**config.mk**
```make
export PLATFORM = sky130hd
export DESIGN_NAME = pin_dp_config_regs
export DESIGN_NICKNAME = d
export VERILOG_FILES = /design/src/inc/pin_dp_pkg.sv /design/src/hw/pin_dp_config_regs.sv /design/src/hw/pin_ctrl.sv
export VERILOG_INCLUDE_DIRS = /design/src /design/src/inc
export SDC_FILE = /design/constraint.sdc
export NUM_CORES = 1
export LEC_CHECK = 0
export ABC_AREA = 1
export BUFFER_PORTS_ARGS = -buffer_cell sky130_fd_sc_hd__buf_2
export CAP_MARGIN = 30
export CORE_ASPECT_RATIO = 0.75
export CORE_MARGIN = 4
export CORE_UTILIZATION = 50
export DETAILED_ROUTE_END_ITERATION = 16
export PLACE_DENSITY = 0.79
export SETUP_SLACK_MARGIN = 0.02
export SYNTH_ARGS = -nofsm -noshare
export SYNTH_HDL_FRONTEND = slang
export SYNTH_SLANG_ARGS = --single-unit
```
**constraint.sdc**
```tcl
create_clock -name i_core_clk -period 3.1 [get_ports i_core_clk]
set_input_delay 0.31 -clock i_core_clk [delete_from_list [all_inputs] [get_ports i_core_clk]]
set_output_delay 0.31 -clock i_core_clk [all_outputs]
set_load 0.005 [all_outputs]
```
**src/inc/pin_dp_params.svh**
```systemverilog
/*
 holds offsets, field positions and reset values of the pin pair
 configuration and datapath control registers.
 assumes inclusion by bare name from the package and design files.
*/
// Summary of operation
// - gp output mode drives stored local value
// - remote enable makes pin output remote value
// - decode dir,function: 00 func,10 z,01 out,11 in
// - lock bit blocks forward channel loads
// - unlocked bits 6..0 follow remote loads
// - pass video ignores data valid framing
// - pass video disables protection, blocks audio
// - pass video inert without protection partner
// - polarity bit inverts data valid sense
// - repeater regen suppresses audio on video pins
// - override picks four channel from enable bit
// - depth bit picks 18 or 24 bit
// - transport bit picks in-band or data island
// - enable bit turns on four channel audio when override bit set
`ifndef PIN_DP_PARAMS_SVH
`define PIN_DP_PARAMS_SVH

// ----------------------------------------------------------------
// register map
// ----------------------------------------------------------------
`define PIN_PAIR_CONFIG_ADDR 8'h21
`define DATAPATH_CONTROL_ADDR 8'h22
`define PIN_PAIR_CONFIG_RESET 8'h00
`define DATAPATH_CONTROL_RESET 8'h00

// ----------------------------------------------------------------
// pin pair field positions (pin a low nibble, pin b high nibble)
// ----------------------------------------------------------------
`define PIN_A_BASE 0
`define PIN_B_BASE 4
`define PIN_FUNC_OFS 0
`define PIN_DIR_OFS 1
`define PIN_REMOTE_OFS 2
`define PIN_VALUE_OFS 3

// ----------------------------------------------------------------
// datapath control field positions
// ----------------------------------------------------------------
`define DP_LOCK_BIT 7
`define DP_PASS_VIDEO_BIT 6
`define DP_POLARITY_BIT 5
`define DP_REGEN_BIT 4
`define DP_FOUR_CH_OVR_BIT 3
`define DP_DEPTH_BIT 2
`define DP_TRANSPORT_BIT 1
`define DP_FOUR_CH_EN_BIT 0
`define DP_REMOTE_MASK 8'h7f

`endif

```
**src/inc/pin_dp_pkg.sv**
```systemverilog
/*
 holds the types shared by the pin pair and datapath config logic.
 assumes the params header is on the include path.
*/
package pin_dp_pkg;
`include "pin_dp_params.svh"

   // ----------------------------------------------------------------
   // pin mode, decoded from {direction, function}
   // ----------------------------------------------------------------
   typedef enum logic [1:0] {
      PIN_FUNCTIONAL,
      PIN_GP_OUTPUT,
      PIN_TRISTATE,
      PIN_GP_INPUT
   } pin_mode_t;
endpackage

```
**src/hw/pin_dp_config_regs.sv**
```systemverilog
/*
 holds the pin pair configuration register, the datapath control
 register, the pad control of two pins and the datapath mode decode.
 assumes a simple internal register port on the core clock, remote
 loads as one-cycle strobes on the core clock, and asynchronous pins.
*/
`include "pin_dp_params.svh"

module pin_dp_config_regs
   import pin_dp_pkg::*;
(
   // clock and reset
   input wire logic i_core_clk,
   input wire logic i_reset_n,
   // register port
   input wire logic [7:0] i_reg_addr,
   input wire logic i_reg_wr,
   input wire logic [7:0] i_reg_wdata,
   output logic [7:0] o_reg_rdata,
   // forward channel loads from the remote serializer
   input wire logic i_remote_dp_load,
   input wire logic [7:0] i_remote_dp_data,
   input wire logic i_remote_pin_a_value,
   input wire logic i_remote_pin_b_value,
   input wire logic i_partner_has_protection,
   // pins
   input wire logic i_pin_a,
   input wire logic i_pin_b,
   input wire logic i_pin_a_functional,
   input wire logic i_pin_b_functional,
   output logic o_pin_a_out,
   output logic o_pin_a_oe,
   output logic o_pin_b_out,
   output logic o_pin_b_oe,
   output logic o_pin_a_input_value,
   output logic o_pin_b_input_value,
   // video datapath
   input wire logic i_pixel_data_valid,
   output logic o_pixel_valid_active,
   output logic o_video_pass_without_framing,
   output logic o_protection_enable,
   output logic o_packet_audio_enable,
   output logic o_audio_on_video_pins,
   output logic o_four_channel_audio,
   output logic o_depth_18_bit,
   output logic o_audio_in_band
);
   // ----------------------------------------------------------------
   // storage
   // ----------------------------------------------------------------
   logic [7:0] pin_pair_config_reg;
   logic [7:0] pin_pair_config_next;
   logic [7:0] datapath_control_reg;
   logic [7:0] datapath_control_next;
   logic [1:0] pin_a_sync_reg;
   logic [1:0] pin_b_sync_reg;
   logic [1:0] valid_sync_reg;
   logic pin_a_in_reg;
   logic pin_b_in_reg;
   logic [7:0] rdata_reg;

   // ----------------------------------------------------------------
   // register decode
   // ----------------------------------------------------------------
   wire logic sel_pin;
   wire logic sel_dp;
   wire logic locked;
   wire logic remote_take;
   wire logic [7:0] dp_remote_merge;
   assign sel_pin = i_reg_addr == `PIN_PAIR_CONFIG_ADDR;
   assign sel_dp = i_reg_addr == `DATAPATH_CONTROL_ADDR;
   assign locked = datapath_control_reg[`DP_LOCK_BIT];
   // a load is refused while locked, keeping local values
   assign remote_take = i_remote_dp_load & ~locked;
   // only bits 6..0 follow the remote side; the lock stays local
   assign dp_remote_merge = (datapath_control_reg & ~`DP_REMOTE_MASK)
      | (i_remote_dp_data & `DP_REMOTE_MASK);

   // local write wins over a remote load in the same cycle
   assign pin_pair_config_next = (i_reg_wr & sel_pin) ? i_reg_wdata :
                                 pin_pair_config_reg;
   assign datapath_control_next = (i_reg_wr & sel_dp) ? i_reg_wdata :
      remote_take ? dp_remote_merge :
      datapath_control_reg;

   // register update
   always_ff @(posedge i_core_clk or negedge i_reset_n) begin
      if (!i_reset_n) begin
         pin_pair_config_reg <= `PIN_PAIR_CONFIG_RESET;
         datapath_control_reg <= `DATAPATH_CONTROL_RESET;
      end else begin
         pin_pair_config_reg <= pin_pair_config_next;
         datapath_control_reg <= datapath_control_next;
      end
   end

   // ----------------------------------------------------------------
   // read data
   // ----------------------------------------------------------------
   wire logic [7:0] rdata_mux;
   assign rdata_mux = sel_pin ? pin_pair_config_reg :
                      sel_dp ? datapath_control_reg : 8'h00;
   // read data registered, one cycle after the address
   always_ff @(posedge i_core_clk or negedge i_reset_n) begin
      if (!i_reset_n) begin
         rdata_reg <= 8'h00;
      end else begin
         rdata_reg <= rdata_mux;
      end
   end
   assign o_reg_rdata = rdata_reg;

   // ----------------------------------------------------------------
   // pin input synchronisers
   // ----------------------------------------------------------------
   // two stages before any logic; the second alone is read
   always_ff @(posedge i_core_clk or negedge i_reset_n) begin
      if (!i_reset_n) begin
         pin_a_sync_reg <= 2'b00;
         pin_b_sync_reg <= 2'b00;
         valid_sync_reg <= 2'b00;
      end else begin
         pin_a_sync_reg <= {pin_a_sync_reg[0], i_pin_a};
         pin_b_sync_reg <= {pin_b_sync_reg[0], i_pin_b};
         valid_sync_reg <= {valid_sync_reg[0], i_pixel_data_valid};
      end
   end

   // ----------------------------------------------------------------
   // pad control of both pins
   // ----------------------------------------------------------------
   pin_mode_t pin_a_mode;
   pin_mode_t pin_b_mode;

   pin_ctrl u_pin_a (
      .i_cfg(pin_pair_config_reg[`PIN_A_BASE +: 4]),
      .i_functional_value(i_pin_a_functional),
      .i_remote_value(i_remote_pin_a_value),
      .o_pin_out(o_pin_a_out),
      .o_pin_oe(o_pin_a_oe),
      .o_mode(pin_a_mode)
   );

   pin_ctrl u_pin_b (
      .i_cfg(pin_pair_config_reg[`PIN_B_BASE +: 4]),
      .i_functional_value(i_pin_b_functional),
      .i_remote_value(i_remote_pin_b_value),
      .o_pin_out(o_pin_b_out),
      .o_pin_oe(o_pin_b_oe),
      .o_mode(pin_b_mode)
   );

   // input value captured only in gp input mode, held otherwise
   always_ff @(posedge i_core_clk or negedge i_reset_n) begin
      if (!i_reset_n) begin
         pin_a_in_reg <= 1'b0;
         pin_b_in_reg <= 1'b0;
      end else begin
         if (pin_a_mode == PIN_GP_INPUT) begin
            pin_a_in_reg <= pin_a_sync_reg[1];
         end
         if (pin_b_mode == PIN_GP_INPUT) begin
            pin_b_in_reg <= pin_b_sync_reg[1];
         end
      end
   end
   assign o_pin_a_input_value = pin_a_in_reg;
   assign o_pin_b_input_value = pin_b_in_reg;

   // ----------------------------------------------------------------
   // datapath mode decode
   // ----------------------------------------------------------------
   wire logic pass_bit;
   wire logic pass_active;
   wire logic valid_true;
   wire logic four_ch;
   assign pass_bit = datapath_control_reg[`DP_PASS_VIDEO_BIT];
   // the bit does nothing unless the partner supports protection
   assign pass_active = pass_bit & i_partner_has_protection;
   // polarity 1 means active low, idle high
   assign valid_true = valid_sync_reg[1]
      ^ datapath_control_reg[`DP_POLARITY_BIT];
   // override 0 forces four channel off whatever the enable says
   assign four_ch = datapath_control_reg[`DP_FOUR_CH_OVR_BIT]
      & datapath_control_reg[`DP_FOUR_CH_EN_BIT];

   // datapath outputs registered so they change cleanly
   always_ff @(posedge i_core_clk or negedge i_reset_n) begin
      if (!i_reset_n) begin
         o_pixel_valid_active <= 1'b0;
         o_video_pass_without_framing <= 1'b0;
         o_protection_enable <= 1'b1;
         o_packet_audio_enable <= 1'b1;
         o_audio_on_video_pins <= 1'b1;
         o_four_channel_audio <= 1'b0;
         o_depth_18_bit <= 1'b0;
         o_audio_in_band <= 1'b0;
      end else begin
         o_pixel_valid_active <= pass_active | valid_true;
         o_video_pass_without_framing <= pass_active;
         o_protection_enable <= ~pass_active;
         o_packet_audio_enable <= ~pass_active;
         o_audio_on_video_pins <= ~pass_active
            & ~datapath_control_reg[`DP_REGEN_BIT];
         o_four_channel_audio <= four_ch;
         o_depth_18_bit <=
            datapath_control_reg[`DP_DEPTH_BIT];
         o_audio_in_band <=
            datapath_control_reg[`DP_TRANSPORT_BIT];
      end
   end
endmodule

```
**src/hw/pin_ctrl.sv**
```systemverilog
/*
 holds the pad control of one general purpose pin.
 assumes pin input already synchronised and remote value on core clock.
*/
`include "pin_dp_params.svh"

module pin_ctrl
   import pin_dp_pkg::*;
(
   // configuration nibble
   input wire logic [3:0] i_cfg,
   // pad sources
   input wire logic i_functional_value,
   input wire logic i_remote_value,
   // pad drive
   output logic o_pin_out,
   output logic o_pin_oe,
   output pin_mode_t o_mode
);
   // ----------------------------------------------------------------
   // mode decode
   // ----------------------------------------------------------------
   function automatic pin_mode_t decode_mode(input logic [1:0] df);
      case (df)
         2'b00: decode_mode = PIN_FUNCTIONAL;
         2'b01: decode_mode = PIN_GP_OUTPUT;
         2'b10: decode_mode = PIN_TRISTATE;
         default: decode_mode = PIN_GP_INPUT;
      endcase
   endfunction

   wire logic remote_en;
   wire pin_mode_t mode;
   assign remote_en = i_cfg[`PIN_REMOTE_OFS];
   assign mode = decode_mode({i_cfg[`PIN_DIR_OFS],
                              i_cfg[`PIN_FUNC_OFS]});
   assign o_mode = mode;

   // remote control overrides the local mode so the far end owns the pad
   assign o_pin_oe = remote_en | (mode == PIN_FUNCTIONAL)
                     | (mode == PIN_GP_OUTPUT);
   assign o_pin_out = remote_en ? i_remote_value :
                      (mode == PIN_GP_OUTPUT) ?
                      i_cfg[`PIN_VALUE_OFS] :
                      (mode == PIN_FUNCTIONAL) ? i_functional_value :
                      1'b0;
endmodule

```
==> results.toml, run 1 <==
[cts]
cts.sinks = 39
clk_latency_ns = 0.30
ctsResizeCount = 0
clk_pin_slew_worst_paths_ns = 0.08
cts_setup_buffers = 0
h-tree-depth = 2
cts_buffers = 5
cts_tree = "built"
cts-root-buf = "clkbuf_8"
cts_buffer_depth = 2
postCtsHoldBufs = 0

[yosys]
ys_types = 25
synth_area_leader_cell = "dfrtp_1"
syn_nets = 223
syn_avg_cell_area_um2 = 9.334
yosys-top-cells-area = "dfrtp_1, nand2_1, inv_1"
ys_seq_area_share_pct = 56.06
synth_top_area_share_pct = 53.05
yosys_register_bits = 39
synth.cell_area_mm2 = 0.001745
syn_inst = 187
ys_warn_count = 0

[critical_path]
r2r_slack_ns = 1.78
cp_max_fo = 6
cp.required_ns = 2.79
timing.rr.end = "datapath_control_reg[3]"
end_kind = "primary output"
cp-start-kind = "flop"
r2r_start = "datapath_control_reg[7]"
crit_type = "reg -> out"
rr_worst_depth = 7
arrival_ns = 1.17

[floorplan]
core_area_mm2 = 0.003333
die_height_um = 59.17
ios = 58
initial_core_util_pct = 52.36
die-width_um = 76.23
row_count = 18
die_area_mm2 = 0.004510

[detailed_routing]
viasPerCell = 4.796
finalWirelength_um = 3473
drtIter0Drc = 70
drc = 0
wl_per_cell_um = 12.19
firstDrtPassIters = 4
dr_total_vias = 1367
antenna_left = 0

[timing]
max_freq_mhz = 673.5
max_slew_margin_pct = 44.98
worst_slew_pin_slew_ns = 0.8252
whs_ns = 0.1059
fin_setup_tns_ns = 0
report.final.setup_viol = 0
min_period_ns = 1.485
fin_skew_ns = 0.006673
hold_viol_final = 0
drv_slew = 0
grt_setup_unrepaired = "false"
min_period_over_period_pct = 47.90

[global_routing]
use_met3_pct = 5.471
track_usage_pct = 16.75
grt_busiest_layer = "met2"
grt_first_pass_wirelength_um = 5706
gr-total-overflow = 0
use_met2_pct = 27.03
grt_use_met1_pct = 20.57
grt_start_max_net_pins = 40
antenna_found_initial = 0
grt_pass1_vias = 1333

[placed_design]
placed_area_mm2 = 0.002031
gp_congestion = 0.7694
post-dp-hpwl_um = 2545
port_buffers = 56

[final_layout]
seqCellArea_um2 = 978.4
nFillCells = 301
fin_nets = 280
multiInputGateArea_um2 = 571.8
final_cell_area_mm2 = 0.002143
layout-drive-gt1-share_pct = 36.73
area_delta_synth_final_pct = 22.80
n_antenna_cell = 0

[power_and_ir_drop]
ir_drop_mv = 0.3659
totalPowerFinal_mw = 1.091
power_density_mw_per_mm2 = 509.2
p_leak_nw = 1.206

[min_path]
hold_class = "in -> async"

[run_status]
status = "complete, no violations"

[run]
maxCapViolations = 0
==> cells by family (layout without fill, tap and decap cells) <==
logic type	Yosys count	count (layout)	synth area share, %
compound gates	25	25	9.821
buf+inv	46	104	11.18
flops	39	39	56.06
simple gates	77	77	22.94
==> cells in the final DEF (no fill, tap or decap), drive strengths merged, types with 3 or more instances in the layout <==
master / Yosys / final
nand3: 12 / 12
or2: 7 / 7
nor2: 4 / 4
o21ai: 13 / 13
dfrtp: 37 / 37
inv: 40 / 40
o22ai: 5 / 5
clkbuf: 0 / 5
a21oi: 3 / 3
nand2: 46 / 46
buf: 6 / 56
nand4: 7 / 7
==> layout make-up <==
cell class	instances	area share, %
Timing Repair Buffer	56	13.08
Sequential cell	39	45.65
Inverter	40	7.005
Clock buffer	5	3.211
Multi-Input combinational cell	102	26.68
Clock inverter	3	2.043
Tap cell	40	2.335
==> worst max path at each step <==
stage                            startpoint                 endpoint  slack (ns)  cells after the start
detailed placement            i_reg_addr[4]   pin_pair_config_reg[4]        1.51                      7
global placement              i_reg_addr[4]   pin_pair_config_reg[3]        1.54                      7
CTS                  pin_pair_config_reg[4]              o_pin_b_out        1.62                      3
global route         pin_pair_config_reg[4]              o_pin_b_out        1.56                      3
finish               pin_pair_config_reg[4]              o_pin_b_out        1.62                      3
floorplan           datapath_control_reg[7]  datapath_control_reg[5]        1.87                      8
==> through the flow <==
step	setup slack, ns	instances	util, %
3_5_place_dp	1.513	277	60.92
2_1_floorplan	1.867	187	-
3_3_place_gp	1.540	277	60.92
6_report	1.615	285	64.30
4_1_cts	1.617	285	64.30
5_1_grt	1.557	285	64.30
==> synth_stat cells, drive strengths merged <==
| library cell | number |
|---|---|
| nand3 | 12 |
| inv | 40 |
| o22ai | 5 |
| nor2 | 4 |
| buf | 6 |
| nand4 | 7 |
| a21oi | 3 |
| nor3 | 1 |
| o2111ai | 2 |
| dfstp | 2 |
| o21ai | 13 |
| a31oi | 2 |
| dfrtp | 37 |
| or2 | 7 |
| nand2 | 46 |
==> worst max-delay path, cell delays in order (launching register included) <==
cell and delay, ns:
dfrtp_1 0.45, o2111ai_1 0.23, nand2_1 0.08, buf_2 0.13
==> layer usage <==
layer / up-vias / part of all wire [%]
met5: - / 0
met4: 0 / 1.4
met3: 4 / 6.3
met2: 33 / 47
met1: 633 / 46
li1: 697 / -
==> where the power goes <==
group / total, mW / internal (mW) / switching (mW)
registers: 0.552 / 0.538 / 0.0137
clock network: 0.422 / 0.240 / 0.183
logic: 0.117 / 0.0506 / 0.0667
total: 1.09 / 0.828 / 0.263
(Power assumes the default switching activity.)
==> run 2, diff against run 1 <==
--- a/config.mk
+++ b/config.mk
@@ -6,14 +6,14 @@
 export SDC_FILE = /design/constraint.sdc
 export NUM_CORES = 1
 export LEC_CHECK = 0
-export ABC_AREA = 1
+export ABC_AREA = 0
 export BUFFER_PORTS_ARGS = -buffer_cell sky130_fd_sc_hd__buf_2
 export CAP_MARGIN = 30
 export CORE_ASPECT_RATIO = 0.75
 export CORE_MARGIN = 4
-export CORE_UTILIZATION = 50
+export CORE_UTILIZATION = 43
 export DETAILED_ROUTE_END_ITERATION = 16
-export PLACE_DENSITY = 0.79
+export PLACE_DENSITY = 0.74
 export SETUP_SLACK_MARGIN = 0.02
 export SYNTH_ARGS = -nofsm -noshare
 export SYNTH_HDL_FRONTEND = slang
==> constraint.sdc (replaced) <==
create_clock -name i_core_clk -period 1.34 [get_ports i_core_clk]
set_input_delay 0.134 -clock i_core_clk [delete_from_list [all_inputs] [get_ports i_core_clk]]
set_output_delay 0.134 -clock i_core_clk [all_outputs]
set_load 0.005 [all_outputs]
==> run 2 against run 1 <==
  * Via count is 19% lower
  * Critical path depth rose by 1
  * Routed wire length is 1.2% higher
  * Core utilization rose by 0.39 points
  * Non-clock buffer count grew 15
  * Cell count shrank 22%
  * The run now ends with setup timing left
  * Sequential cell count stayed put
  * Clock skew shrank 0.0039 ns
  * Die area grew 2.2%
  * Setup slack lost 1.6 ns
  * First-iteration DRC count is 13% lower
  * Clock-buffer cell count increased by 1
==> results.toml, run 2 <==
[floorplan]
row_count = 18
initial_core_util_pct = 45.86
die_height_um = 59.81
die-width_um = 77.08
core_area_mm2 = 0.003356
die_area_mm2 = 0.004610
ios = 58

[cts]
h-tree-depth = 2
cts_buffer_depth = 2
cts-root-buf = "clkbuf_8"
cts_buffers = 5
cts.sinks = 39
clk_latency_ns = 0.30
clk_pin_slew_worst_paths_ns = 0.07
cts_tree = "built"

[critical_path]
r2r_slack_ns = -0.03
r2r_start = "datapath_control_reg[7]"
cp_max_fo = 4
cp_top_family = "multiplexers"
crit_path_frequent_cell = "mux2_4"
cp-start-kind = "flop"
cpMaxStageDelayCell = "dfrtp_1"
cp.required_ns = 1.52
timing.rr.end = "datapath_control_reg[1]"
critical_path.max_stage_delay_ns = 0.41
crit_type = "reg -> reg"
arrival_ns = 1.55
cp_cell_sequence = "nor2b_4 > buf_6 > mux2_4 > mux2_4"
end_kind = "flop"
crit_buf_inv = 1
rr_worst_depth = 4

[detailed_routing]
wl_per_cell_um = 15.76
drtIter0Drc = 61
dr_total_vias = 1105
firstDrtPassIters = 4
antenna_left = 0
drc = 0
viasPerCell = 4.955
finalWirelength_um = 3514

[placed_design]
gp_congestion = 0.7584
dp_slack_ns = -0.08130
post-dp-hpwl_um = 2559
port_buffers = 56
placed_area_mm2 = 0.001921

[power_and_ir_drop]
clkPwrFrac_pct = 38.7
p_leak_nw = 1.145
power_density_mw_per_mm2 = 1202
power_frac_comb_pct = 11.9
ir_drop_mv = 0.7875
power_switching_mw = 0.5740
seq_power_share_pct = 49.4
p_int_mw = 2.036
swShare_pct = 21.99

[min_path]
hold_end = "datapath_control_reg[0]"
hold_class = "in -> reg"
hold_start = "i_reg_wdata[0]"
hold_depth = 2

[run_status]
violations = "setup timing"
status = "complete, but fails checks"

[yosys]
synth_edf_count = 0
synth.cell_area_mm2 = 0.001539
synth-simple-area-share_pct = 9.756
ys_top_cells_by_count = "dfrtp_1, mux2_2, nor2_1, a22oi_1, nand2_1"
yosys-top-cells-area = "dfrtp_1, mux2_2, a22oi_1"
synth.most_common_cell = "dfrtp_1"
synth_compound_area_share_pct = 4.878
synthAdderAreaFrac_pct = 0
synth_top_area_share_pct = 60.16
synthArstFlopShare_pct = 100.0
yosys_register_bits = 39
syn_avg_cell_area_um2 = 14.25
synth_top_family_by_area = "multiplexers"
syn_inst = 108
synth_area_leader_cell = "dfrtp_1"
synth_xor_area_share_pct = 0.5691
ys_seq_area_share_pct = 63.58
ys_warn_count = 0
muxShareOfSynthArea_pct = 19.59
syn_nets = 144
ys_types = 18
synthFlopType = "dfrtp_1"

[timing]
max_slew_margin_pct = 74.18
fin_skew_ns = 0.002728
worst_slew_pin_slew_ns = 0.3872
drv_slew = 0
min_period_ns = 1.368
grt_setup_unrepaired = "true"
report.final.setup_viol = 7
fin_ws_ns = -0.02824
whs_ns = 0.07725
min_period_over_period_pct = 102.1
hold_viol_final = 0
max_freq_mhz = 730.9

[final_layout]
area_delta_synth_final_pct = 41.06
layout-drive-gt1-share_pct = 57.38
fin_nets = 218
final_common_cell = "buf_2"
n_antenna_cell = 0
mostFrequentLayoutCells = "buf_2, dfrtp_1, mux2_4, mux2_2, nor2_1"
final_cell_area_mm2 = 0.002171
multiInputGateArea_um2 = 595.6
seqCellArea_um2 = 978.4
nFillCells = 242

[global_routing]
antenna_found_initial = 0
grt_first_pass_wirelength_um = 5782
grt_pass1_vias = 1211
grt_start_max_net_pins = 24
gr-total-overflow = 0
track_usage_pct = 17.01

[run]
maxCapViolations = 0
-- run 2: changes by cell type after synthesis, sizes merged, moves of 3 or more --
| cell | delta |
|---|---|
| a21oi | -3 |
| a22oi | +8 |
| buf | -3 |
| inv | -39 |
| mux2 | +25 |
| nand2 | -39 |
| nand3 | -12 |
| nand4 | -5 |
| nor2 | +5 |
| nor2b | +4 |
| o21ai | -13 |
| o22ai | -5 |
| or2 | -7 |
-- run 2: worst max-delay path by stage --
| stage | startpoint | end | slack, ns | depth (start not counted) |
|---|---|---|---|---|
| detailed placement | datapath_control_reg[7] | datapath_control_reg[3] | -0.08 | 4 |
| CTS | datapath_control_reg[7] | datapath_control_reg[1] | -0.05 | 4 |
| floorplan | datapath_control_reg[7] | datapath_control_reg[0] | 0.01 | 4 |
| global route | pin_pair_config_reg[0] | o_pin_a_out | -0.08 | 3 |
| finish | datapath_control_reg[7] | datapath_control_reg[1] | -0.03 | 4 |
| global placement | datapath_control_reg[7] | datapath_control_reg[0] | -0.02 | 4 |
-- run 2: what timing repair did --
item,4_1_cts,5_1_grt
hold endpoints to repair,20,0
pin swaps,0,0
hold buffers,5,0
setup endpoints to repair,9,9
resized for setup,17,1
buffers inserted,2,0
-- run 2: stage by stage --
step                TNS (ns)  std cells  total power [mW]  util (%)
detailed placement   -0.4911        208             1.571     57.23
global route         -0.3735        223             2.719     64.69
CTS                  -0.3041        223             2.627     64.54
finish              -0.08829        223             2.610     64.69
floorplan                  0        108             1.417         -
global placement    -0.09168        208             1.555     57.23
-- run 2: logic make-up after synthesis --
kind of cell	count (synthesis)
XOR/XNOR	1
AND/OR/NAND/NOR	26
AO/OA/AOI/OAI	10
buffers and inverters	5
flip-flops	39
multiplexers	27
-- run 2: worst register-to-register path, delay by kind of cell (launching register included) --
kind | cells | cell delay (ns)
multiplexers | 2 | 0.56
flip-flops | 1 | 0.41
buffers and inverters | 1 | 0.14
AND/OR/NAND/NOR | 1 | 0.14
-- run 2: power groups by stage --
stage	combinational, mW	clock (mW)	sequential (mW)
floorplan	0.111	0	1.31
global placement	0.248	0	1.31
detailed placement	0.258	0	1.31
CTS	0.312	1.02	1.29
global route	0.340	1.08	1.30
finish	0.310	1.01	1.29
-- run 2: layout make-up --
| class | count | share of cell area [%] |
|---|---|---|
| Clock buffer | 6 | 3.804 |
| Clock inverter | 2 | 1.614 |
| Inverter | 1 | 0.1729 |
| Multi-Input combinational cell | 64 | 27.44 |
| Sequential cell | 39 | 45.07 |
| Tap cell | 40 | 2.305 |
| Timing Repair Buffer | 71 | 19.60 |
-- run 2: per-layer routing --
| layer | GRT usage [%] | share of wire [%] | vias up |
|---|---|---|---|
| met5 | 0 | 0 | - |
| met3 | 5.422 | 7.1 | 7 |
| met4 | 9.898 | 2.5 | 0 |
| met2 | 28.16 | 50 | 40 |
| li1 | - | - | 520 |
| met1 | 19.96 | 41 | 538 |
